### config.mk
export PLATFORM = sky130hd
export DESIGN_NAME = qsg_top
export DESIGN_NICKNAME = d
export VERILOG_FILES = /design/src/rtl/qsg_pkg.sv /design/src/rtl/qsg_top.sv
export SDC_FILE = /design/constraint.sdc
export NUM_CORES = 1
export LEC_CHECK = 0
export BUFFER_PORTS_ARGS = -buffer_cell sky130_fd_sc_hd__buf_2
export CAP_MARGIN = 20
export CORE_UTILIZATION = 25
export CTS_CLUSTER_DIAMETER = 30
export CTS_CLUSTER_SIZE = 28
export DETAILED_ROUTE_END_ITERATION = 10
export GPL_ROUTABILITY_DRIVEN = 0
export RECOVER_POWER = 100
export SLEW_MARGIN = 10
export SYNTH_ARGS = -nofsm -noshare
export SYNTH_HDL_FRONTEND = slang
export SYNTH_SLANG_ARGS = --single-unit
### constraint.sdc
create_clock -name ref_clk_in -period 3.1 [get_ports ref_clk_in]
set_input_delay 0.155 -clock ref_clk_in [delete_from_list [all_inputs] [get_ports ref_clk_in]]
set_output_delay 0.155 -clock ref_clk_in [all_outputs]
set_load 0.005 [all_outputs]
### src/rtl/qsg_pkg.sv
// Shared constants for the questionable status groups block
package qsg_pkg;
  // Register selectors on the command port
  localparam logic [3:0] SEL_CAL_COND      = 4'h0;
  localparam logic [3:0] SEL_CAL_RISE      = 4'h1;
  localparam logic [3:0] SEL_CAL_FALL      = 4'h2;
  localparam logic [3:0] SEL_CAL_EVENT     = 4'h3;
  localparam logic [3:0] SEL_CAL_MASK      = 4'h4;
  localparam logic [3:0] SEL_BIT_ERR_COND  = 4'h5;
  localparam logic [3:0] SEL_BIT_ERR_RISE  = 4'h6;
  localparam logic [3:0] SEL_BIT_ERR_FALL  = 4'h7;
  localparam logic [3:0] SEL_BIT_ERR_EVENT = 4'h8;
  localparam logic [3:0] SEL_BIT_ERR_MASK  = 4'h9;
  // Register width and reset values
  localparam int          REG_W       = 16;
  localparam logic [15:0] REG_RESET   = 16'h0000;
  localparam logic [15:0] RISE_RESET  = 16'hFFFF;
  // Condition bit positions
  localparam int CAL_FM_ZERO_BIT = 0;
  localparam int CAL_IQ_BIT      = 1;
  localparam int NO_CLOCK_BIT    = 0;
  localparam int NO_DATA_BIT     = 1;
  localparam int SYNC_LOSS_BIT   = 2;
  // Summary bit positions in the parent condition register
  localparam int CAL_SUMMARY_POS     = 8;
  localparam int BIT_ERR_SUMMARY_POS = 12;
  // Timing
  localparam int CLK_HZ           = 100_000_000;
  localparam int NO_CLOCK_TIME_S  = 3;
  localparam int NO_CLOCK_CYCLES  = NO_CLOCK_TIME_S * CLK_HZ;
  localparam int NO_DATA_EDGES    = 200;
endpackage

### src/rtl/qsg_top.sv
// Questionable status groups: calibration tail and bit-error-test group
`timescale 1ns/1ps
`default_nettype none
module qsg_top #(
  parameter int NO_CLOCK_LIMIT = qsg_pkg::NO_CLOCK_CYCLES,
  parameter int BIT_ERR_POS    = qsg_pkg::BIT_ERR_SUMMARY_POS
) (
  // Clock and reset
  input  wire  logic        ref_clk_in,
  input  wire  logic        rst_b_in,
  // Command port
  input  wire  logic        cmd_wr_in,
  input  wire  logic        cmd_rd_in,
  input  wire  logic [3:0]  cmd_sel_in,
  input  wire  logic [15:0] cmd_wdata_in,
  input  wire  logic        cmd_reset_in,
  output var   logic [15:0] cmd_rdata_out,
  output var   logic        cmd_rvalid_out,
  // Live status sources
  input  wire  logic        dc_coupled_fm_zero_cal_fail_in,
  input  wire  logic        iq_cal_fail_in,
  input  wire  logic        test_clk_in,
  input  wire  logic        test_data_in,
  input  wire  logic        pseudo_random_pattern_sync_in,
  // Summary bits to the parent register
  output var   logic        cal_summary_out,
  output var   logic        bit_error_test_summary_out,
  output var   logic [15:0] parent_summary_out
);
  localparam int W = qsg_pkg::REG_W;

  // Timing overview for users of this block
  // Calibration condition bits are combinational from the failure inputs,
  // so a calibration change is latched one edge after it appears.
  // The three test condition bits are registered one cycle behind their
  // sources, which keeps the glitchy pin-level status off the latches.
  // An event latch sets one edge after its condition change, and the
  // summary outputs follow one edge after that.
  // A read of an event latch clears it at the read edge; a hit in that
  // same cycle survives the clear, so no transition is ever lost between
  // a host read and the next one.
  // The read answer is registered: read data and the valid pulse come
  // one cycle after the strobe, and the data word holds until the next read.
  // Filters and masks take writes one cycle after the strobe; writes to
  // condition, event or unmapped selectors are dropped on purpose.
  // The rise filters reset to all ones so that every fresh fault is latched
  // without any host set-up; the fall filters reset to zero.
  // The no-clock timeout is a plain cycle count of the system clock.
  // Its limit is a parameter so that short runs can use a small value;
  // the counter is 32 bits, enough for the full multi-second default.
  // The data-activity watch counts test-clock rising edges only, so a
  // stopped test clock freezes it rather than raising the no-data flag.
  // The reset command only holds the sync-loss bit low while it is high;
  // the bit follows the pattern checker again on the next cycle.
  // The test summary position is a parameter because two positions are
  // named for it; only the chosen one is ever driven.

  logic [W-1:0] cal_condition;
  logic [W-1:0] cal_rise_filter;
  logic [W-1:0] cal_fall_filter;
  logic [W-1:0] calibration_event_latch;
  logic [W-1:0] calibration_event_mask;
  logic [W-1:0] bit_error_test_condition;
  logic [W-1:0] bit_error_test_rise_filter;
  logic [W-1:0] bit_error_test_fall_filter;
  logic [W-1:0] bit_error_test_event_latch;
  logic [W-1:0] bit_error_test_event_mask;
  logic [W-1:0] cal_prev;
  logic [W-1:0] bit_err_prev;
  logic [31:0]  no_clock_count;
  logic [7:0]   same_data_count;
  logic         clk_prev;
  logic         data_at_edge;
  logic         no_clock;
  logic         no_data;
  logic         sync_lost;

  // Live condition words; unused positions tied to zero
  assign cal_condition = {14'h0000, iq_cal_fail_in, dc_coupled_fm_zero_cal_fail_in};
  assign bit_error_test_condition = {13'h0000, sync_lost, no_data, no_clock};

  // Selected transitions per bit
  wire [W-1:0] cal_hits = ((~cal_prev & cal_condition) & cal_rise_filter)
                        | ((cal_prev & ~cal_condition) & cal_fall_filter);
  wire [W-1:0] bit_err_hits = ((~bit_err_prev & bit_error_test_condition) & bit_error_test_rise_filter)
                            | ((bit_err_prev & ~bit_error_test_condition) & bit_error_test_fall_filter);

  // Access decode; condition selectors accept no writes
  wire wr_cal_rise  = cmd_wr_in && (cmd_sel_in == qsg_pkg::SEL_CAL_RISE);
  wire wr_cal_fall  = cmd_wr_in && (cmd_sel_in == qsg_pkg::SEL_CAL_FALL);
  wire wr_cal_mask  = cmd_wr_in && (cmd_sel_in == qsg_pkg::SEL_CAL_MASK);
  wire wr_bit_rise  = cmd_wr_in && (cmd_sel_in == qsg_pkg::SEL_BIT_ERR_RISE);
  wire wr_bit_fall  = cmd_wr_in && (cmd_sel_in == qsg_pkg::SEL_BIT_ERR_FALL);
  wire wr_bit_mask  = cmd_wr_in && (cmd_sel_in == qsg_pkg::SEL_BIT_ERR_MASK);
  wire rd_cal_event = cmd_rd_in && (cmd_sel_in == qsg_pkg::SEL_CAL_EVENT);
  wire rd_bit_event = cmd_rd_in && (cmd_sel_in == qsg_pkg::SEL_BIT_ERR_EVENT);

  // Read data; binary word is the weighted sum of set bits
  logic [W-1:0] rd_mux;
  always_comb begin
    unique case (cmd_sel_in)
      qsg_pkg::SEL_CAL_COND:      rd_mux = cal_condition;
      qsg_pkg::SEL_CAL_RISE:      rd_mux = cal_rise_filter;
      qsg_pkg::SEL_CAL_FALL:      rd_mux = cal_fall_filter;
      qsg_pkg::SEL_CAL_EVENT:     rd_mux = calibration_event_latch;
      qsg_pkg::SEL_CAL_MASK:      rd_mux = calibration_event_mask;
      qsg_pkg::SEL_BIT_ERR_COND:  rd_mux = bit_error_test_condition;
      qsg_pkg::SEL_BIT_ERR_RISE:  rd_mux = bit_error_test_rise_filter;
      qsg_pkg::SEL_BIT_ERR_FALL:  rd_mux = bit_error_test_fall_filter;
      qsg_pkg::SEL_BIT_ERR_EVENT: rd_mux = bit_error_test_event_latch;
      qsg_pkg::SEL_BIT_ERR_MASK:  rd_mux = bit_error_test_event_mask;
      default:                    rd_mux = qsg_pkg::REG_RESET;
    endcase
  end

  // Summary terms
  wire cal_sum = |(calibration_event_latch & calibration_event_mask);
  wire bit_sum = |(bit_error_test_event_latch & bit_error_test_event_mask);

  // Sampled test clock edge and data
  wire clk_rise = test_clk_in && !clk_prev;
  wire data_changed = clk_rise && (test_data_in != data_at_edge);

  // Calibration rise filter; all ones so new faults latch by default
  always_ff @(posedge ref_clk_in or negedge rst_b_in) begin
    if (!rst_b_in) begin
      cal_rise_filter <= qsg_pkg::RISE_RESET;
    end else if (wr_cal_rise) begin
      cal_rise_filter <= cmd_wdata_in;
    end
  end

  // Calibration fall filter
  always_ff @(posedge ref_clk_in or negedge rst_b_in) begin
    if (!rst_b_in) begin
      cal_fall_filter <= qsg_pkg::REG_RESET;
    end else if (wr_cal_fall) begin
      cal_fall_filter <= cmd_wdata_in;
    end
  end

  // Calibration enable mask
  always_ff @(posedge ref_clk_in or negedge rst_b_in) begin
    if (!rst_b_in) begin
      calibration_event_mask <= qsg_pkg::REG_RESET;
    end else if (wr_cal_mask) begin
      calibration_event_mask <= cmd_wdata_in;
    end
  end

  // Test rise filter
  always_ff @(posedge ref_clk_in or negedge rst_b_in) begin
    if (!rst_b_in) begin
      bit_error_test_rise_filter <= qsg_pkg::RISE_RESET;
    end else if (wr_bit_rise) begin
      bit_error_test_rise_filter <= cmd_wdata_in;
    end
  end

  // Test fall filter
  always_ff @(posedge ref_clk_in or negedge rst_b_in) begin
    if (!rst_b_in) begin
      bit_error_test_fall_filter <= qsg_pkg::REG_RESET;
    end else if (wr_bit_fall) begin
      bit_error_test_fall_filter <= cmd_wdata_in;
    end
  end

  // Test enable mask
  always_ff @(posedge ref_clk_in or negedge rst_b_in) begin
    if (!rst_b_in) begin
      bit_error_test_event_mask <= qsg_pkg::REG_RESET;
    end else if (wr_bit_mask) begin
      bit_error_test_event_mask <= cmd_wdata_in;
    end
  end

  // Next latch values: new hits win over the read clear
  wire [W-1:0] next_cal_event_latch     = (rd_cal_event ? qsg_pkg::REG_RESET : calibration_event_latch)
                                        | cal_hits;
  wire [W-1:0] next_bit_err_event_latch = (rd_bit_event ? qsg_pkg::REG_RESET : bit_error_test_event_latch)
                                        | bit_err_hits;

  // Calibration event latch
  always_ff @(posedge ref_clk_in or negedge rst_b_in) begin
    if (!rst_b_in) begin
      calibration_event_latch <= qsg_pkg::REG_RESET;
    end else begin
      calibration_event_latch <= next_cal_event_latch;
    end
  end

  // Test event latch
  always_ff @(posedge ref_clk_in or negedge rst_b_in) begin
    if (!rst_b_in) begin
      bit_error_test_event_latch <= qsg_pkg::REG_RESET;
    end else begin
      bit_error_test_event_latch <= next_bit_err_event_latch;
    end
  end

  // Previous condition words for edge detection
  always_ff @(posedge ref_clk_in or negedge rst_b_in) begin
    if (!rst_b_in) begin
      cal_prev     <= qsg_pkg::REG_RESET;
      bit_err_prev <= qsg_pkg::REG_RESET;
    end else begin
      cal_prev     <= cal_condition;
      bit_err_prev <= bit_error_test_condition;
    end
  end

  // No-clock timeout; counter saturates so the flag holds
  always_ff @(posedge ref_clk_in or negedge rst_b_in) begin
    if (!rst_b_in) begin
      clk_prev       <= 1'b0;
      no_clock_count <= 32'h0000_0000;
      no_clock       <= 1'b0;
    end else begin
      clk_prev <= test_clk_in;
      if (clk_rise) begin
        no_clock_count <= 32'h0000_0000;
        no_clock       <= 1'b0;
      end else if (no_clock_count < 32'(NO_CLOCK_LIMIT)) begin
        no_clock_count <= no_clock_count + 32'h0000_0001;
      end else begin
        no_clock <= 1'b1;
      end
    end
  end

  // Data-activity watch over test clock edges
  always_ff @(posedge ref_clk_in or negedge rst_b_in) begin
    if (!rst_b_in) begin
      data_at_edge    <= 1'b0;
      same_data_count <= 8'h00;
      no_data         <= 1'b0;
    end else if (clk_rise) begin
      data_at_edge <= test_data_in;
      if (data_changed) begin
        same_data_count <= 8'h00;
        no_data         <= 1'b0;
      end else if (same_data_count < 8'(qsg_pkg::NO_DATA_EDGES - 1)) begin
        same_data_count <= same_data_count + 8'h01;
      end else begin
        no_data <= 1'b1;
      end
    end
  end

  // Sync loss follows the pattern checker; reset command forces zero
  always_ff @(posedge ref_clk_in or negedge rst_b_in) begin
    if (!rst_b_in) begin
      sync_lost <= 1'b0;
    end else if (cmd_reset_in) begin
      sync_lost <= 1'b0;
    end else begin
      sync_lost <= !pseudo_random_pattern_sync_in;
    end
  end

  // Parent word; test position is a parameter because two are named
  wire [W-1:0] next_parent_summary = (16'(cal_sum) << qsg_pkg::CAL_SUMMARY_POS)
                                   | (16'(bit_sum) << BIT_ERR_POS);

  // Read answer; data holds until the next read
  always_ff @(posedge ref_clk_in or negedge rst_b_in) begin
    if (!rst_b_in) begin
      cmd_rdata_out  <= qsg_pkg::REG_RESET;
      cmd_rvalid_out <= 1'b0;
    end else begin
      cmd_rdata_out  <= cmd_rd_in ? rd_mux : cmd_rdata_out;
      cmd_rvalid_out <= cmd_rd_in;
    end
  end

  // Summary outputs, one cycle behind the latches
  always_ff @(posedge ref_clk_in or negedge rst_b_in) begin
    if (!rst_b_in) begin
      cal_summary_out            <= 1'b0;
      bit_error_test_summary_out <= 1'b0;
      parent_summary_out         <= qsg_pkg::REG_RESET;
    end else begin
      cal_summary_out            <= cal_sum;
      bit_error_test_summary_out <= bit_sum;
      parent_summary_out         <= next_parent_summary;
    end
  end
endmodule
`default_nettype wire

==> impl_metrics.py <==
metrics = {
    "synthesis": {
        "async_flop_share_pct": 100,
        "synth_flop_cell": "dfrtp_1",
        "syn_area_per_cell_um2": 11.8,
        "synth_edf_count": 0,
        "synthCells": 650,
        "synth_seq_cells": 170,
        "yosysUniqueCellTypes": 49,
        "synth_top_area_share_pct": 45.2,
        "yosys-top-cells-count": "138 x dfrtp_1, 96 x mux2_2, 51 x nand2_1",
        "yosys_warnings": 0,
        "synth_top_cell_by_area": "dfrtp_1",
        "syn-cell-area_um2": 7640,
        "synth-seq-area-share_pct": 56.2,
        "yosysMostFrequentCell": "dfrtp_1",
        "synthTopCellsByArea": "dfrtp_1 45%, mux2_2 14%, dfstp_2 11%",
    },
    "floorplanning": {
        "die_area_um2": 31300,
        "coreArea_um2": 29900,
        "die_w_um": 177,
        "row_count": 63,
        "die_h_um": 177,
        "io_pins": 65,
        "start_util_pct": 25.6,
    },
    "setup_path": {
        "crit_family": "compound AO/OA/AOI/OAI gates",
        "crit_fanout": 20,
        "cpPeakStageDelay_ps": 480,
        "crit_top_cell": "nor3_1",
        "path_cells": "nor3_1 -> o21ai_1 -> a2111o_1 -> clkbuf_1 -> nor3_1 -> a21oi_1 -> a31o_2",
        "critical_path_class": "reg -> reg",
        "cp.required_ps": 3430,
        "r2r_setup_slack_ps": 410,
        "r2r_start": "no_clock_count[26]",
        "rr_endpoint": "no_clock_count[14]",
        "crit_path_end_kind": "register",
        "reg2reg_depth": 7,
        "start_kind": "register",
        "crit_buf_inv": 1,
        "crit_arrival_ps": 3020,
        "slowest_stage": "a2111o_1",
    },
    "outcome": {
        "run_status": "finished with violations",
        "violations": "capacitance limit, slew limit",
    },
    "clocking": {
        "clkSinkCount": 170,
        "cts_setup_buffers": 0,
        "clk_latency_ps": 430,
        "cts_max_level": 4,
        "root_buffer": "clkbuf_16",
        "cts_max_path_buffers": 2,
        "cts_tree": "done",
        "cts.clk_slew.worst_paths_ps": 70,
        "cts_buffers": 17,
        "cts_resized": 0,
    },
    "drt": {
        "drt_first_pass_iters": 6,
        "wl_per_cell_um": 15.3,
        "drtAntennaViolNets": 0,
        "vias": 5179,
        "drt_first_iter_violations": 377,
        "via_per_inst": 4.67,
        "drt-total-wl_mm": 17.0,
        "drc": 0,
    },
    "sta": {
        "hold_viol": 0,
        "finalMaxSlewViolations": 91,
        "slew_headroom_pct": -51.1,
        "finalSetupViolations": 0,
        "fin_crit_sh_pct": 86.7,
        "setup_slack_ps": 413,
        "fmax_mhz": 372,
        "tightest_slew_ps": 2270,
        "finClkSkew_ps": 9.11,
        "rsz0062_at_grt": "false",
        "tns_ps": 0,
        "period_needed_ps": 2690,
    },
    "min_path": {
        "min_delay_path_depth": 2,
        "min_from": "cmd_wdata_in[9]",
        "worstHoldEndpoint": "bit_error_test_fall_filter[9]",
        "hp-class": "in -> reg",
    },
    "pwr": {
        "p_int_mw": 4.18,
        "power.density_nw_per_um2": 637,
        "pwr-share-clk_pct": 36.3,
        "p_leak_nw": 3.72,
        "p_sw_share_pct": 26.3,
        "peakVddDrop_uv": 383,
        "pwr-share-comb_pct": 12.4,
        "switching_power_mw": 1.49,
        "p_seq_share_pct": 51.4,
    },
    "place": {
        "dp_worst_setup_slack_ps": 543,
        "hpwlAfterDp_mm": 11.1,
        "io_buffer_count": 50,
    },
    "layout": {
        "seqCellArea_um2": 4290,
        "drive_above_1_share_pct": 28.1,
        "multiInputGateArea_um2": 3080,
        "fillers": 3063,
        "syn2layout_area_growth_pct": 16.3,
        "finish.net_count": 738,
    },
    "global_routing": {
        "gr-total-overflow": 0,
        "grt_pass1_wl_mm": 28.6,
        "gr-usage-all-layers_pct": 11.6,
        "grt_pass1_vias": 5192,
        "antenna_found_initial": 2,
        "grt_max_degree": 91,
    },
    "flow_run": {
        "maxCapViolations": 1,
    },
}
through the flow:
stage	utilization, %	std cells	hold slack, ps	area (um^2)	power (mW)
global route	29.8	1110	31.2	8890	5.96
global placement	27.9	1070	279	8320	3.63
finish	29.8	1110	35.7	8890	5.67
CTS	30.0	1109	19.9	8960	5.74
detailed placement	27.9	1070	283	8320	3.66
floorplan	-	663	-141	7690	3.41
cell type report:
type	instances	share of cell area, %
Inverter	21	0.887
Clock inverter	14	1.55
Clock buffer	18	4.83
Multi-Input combinational cell	424	34.6
Antenna cell	1	0.0282
Timing Repair Buffer	72	4.31
Tap cell	390	5.49
Sequential cell	170	48.3
kinds of logic (layout without fill, tap and decap cells):
kind of cell / after synthesis / in the layout / share of synthesized area (%)
AO/OA/AOI/OAI: 100 / 100 / 9.41
XOR/XNOR: 25 / 25 / 2.87
adder cells (fa/ha/maj): 2 / 2 / 0.327
buffers and inverters: 69 / 125 / 4.19
flip-flops: 170 / 170 / 56.2
multiplexers: 102 / 102 / 15.1
other: 1 / 15 / 0.0491
AND/OR/NAND/NOR: 181 / 181 / 11.9
flip-flops by register name (all words and copies together), names as in the netlist, 2 cells and up:
| signal | flops |
|---|---|
| bit_error_test_fall_filter | 16 |
| parent_summary_out | 2 |
| calibration_event_latch | 2 |
| calibration_event_mask | 16 |
| cal_rise_filter | 16 |
| bit_error_test_event_latch | 3 |
| cal_prev | 2 |
| cal_fall_filter | 16 |
| bit_err_prev | 3 |
| same_data_count | 8 |
| bit_error_test_event_mask | 16 |
| cmd_rdata_out | 16 |
| bit_error_test_rise_filter | 16 |
| no_clock_count | 32 |
worst max-delay path by stage:
| stage | endpoint | depth (start not counted) | startpoint |
|---|---|---|---|
| final | no_clock_count[14] | 7 | no_clock_count[26] |
| after global routing | no_clock_count[27] | 7 | no_clock_count[26] |
| after CTS | no_clock_count[24] | 6 | no_clock_count[26] |
| after detailed placement | no_clock_count[24] | 6 | no_clock_count[26] |
| after global placement | no_clock_count[24] | 6 | no_clock_count[20] |
| after floorplan | no_clock_count[24] | 7 | no_clock_count[20] |
worst register-to-register path: cells and delay by family, from the launching register on:
family / cells / cell delay [ps]
AOI/OAI and AO/OA: 4 / 970
buffers and inverters: 1 / 390
DFF: 1 / 400
and+or+nand+nor: 2 / 820
power by group through the flow:
stage | Clock [mW] | Combinational, mW | Sequential [mW]
final | 2.06 | 0.700 | 2.91
after global routing | 2.20 | 0.795 | 2.96
after CTS | 2.11 | 0.725 | 2.91
after detailed placement | 0 | 0.716 | 2.95
after global placement | 0 | 0.694 | 2.93
after floorplan | 0 | 0.522 | 2.88
layer usage:
layer / global-route usage [%] / vias to the layer above / wire (um)
li1: - / 2450 / -
met1: 15.1 / 2608 / 7800
met2: 19.0 / 99 / 8320
met3: 2.49 / 20 / 609
met4: 4.17 / 2 / 257
met5: 0 / - / 12
what timing repair did:
item | CTS | global route
hold endpoints to repair | 78 | 0
hold buffers | 7 | 0
endpoints found under the setup margin | 0 | 0
placed cells by master (no fill, tap or decap), drive strengths merged, types with 21 or more instances in the layout:
cell type / count
xnor2: 21
nor2: 39
mux2: 96
nand2: 51
clkbuf: 45
inv: 25
dfstp: 32
a22oi: 29
dfrtp: 138
buf: 38
No activity file was read; power rests on OpenSTA's default activity.
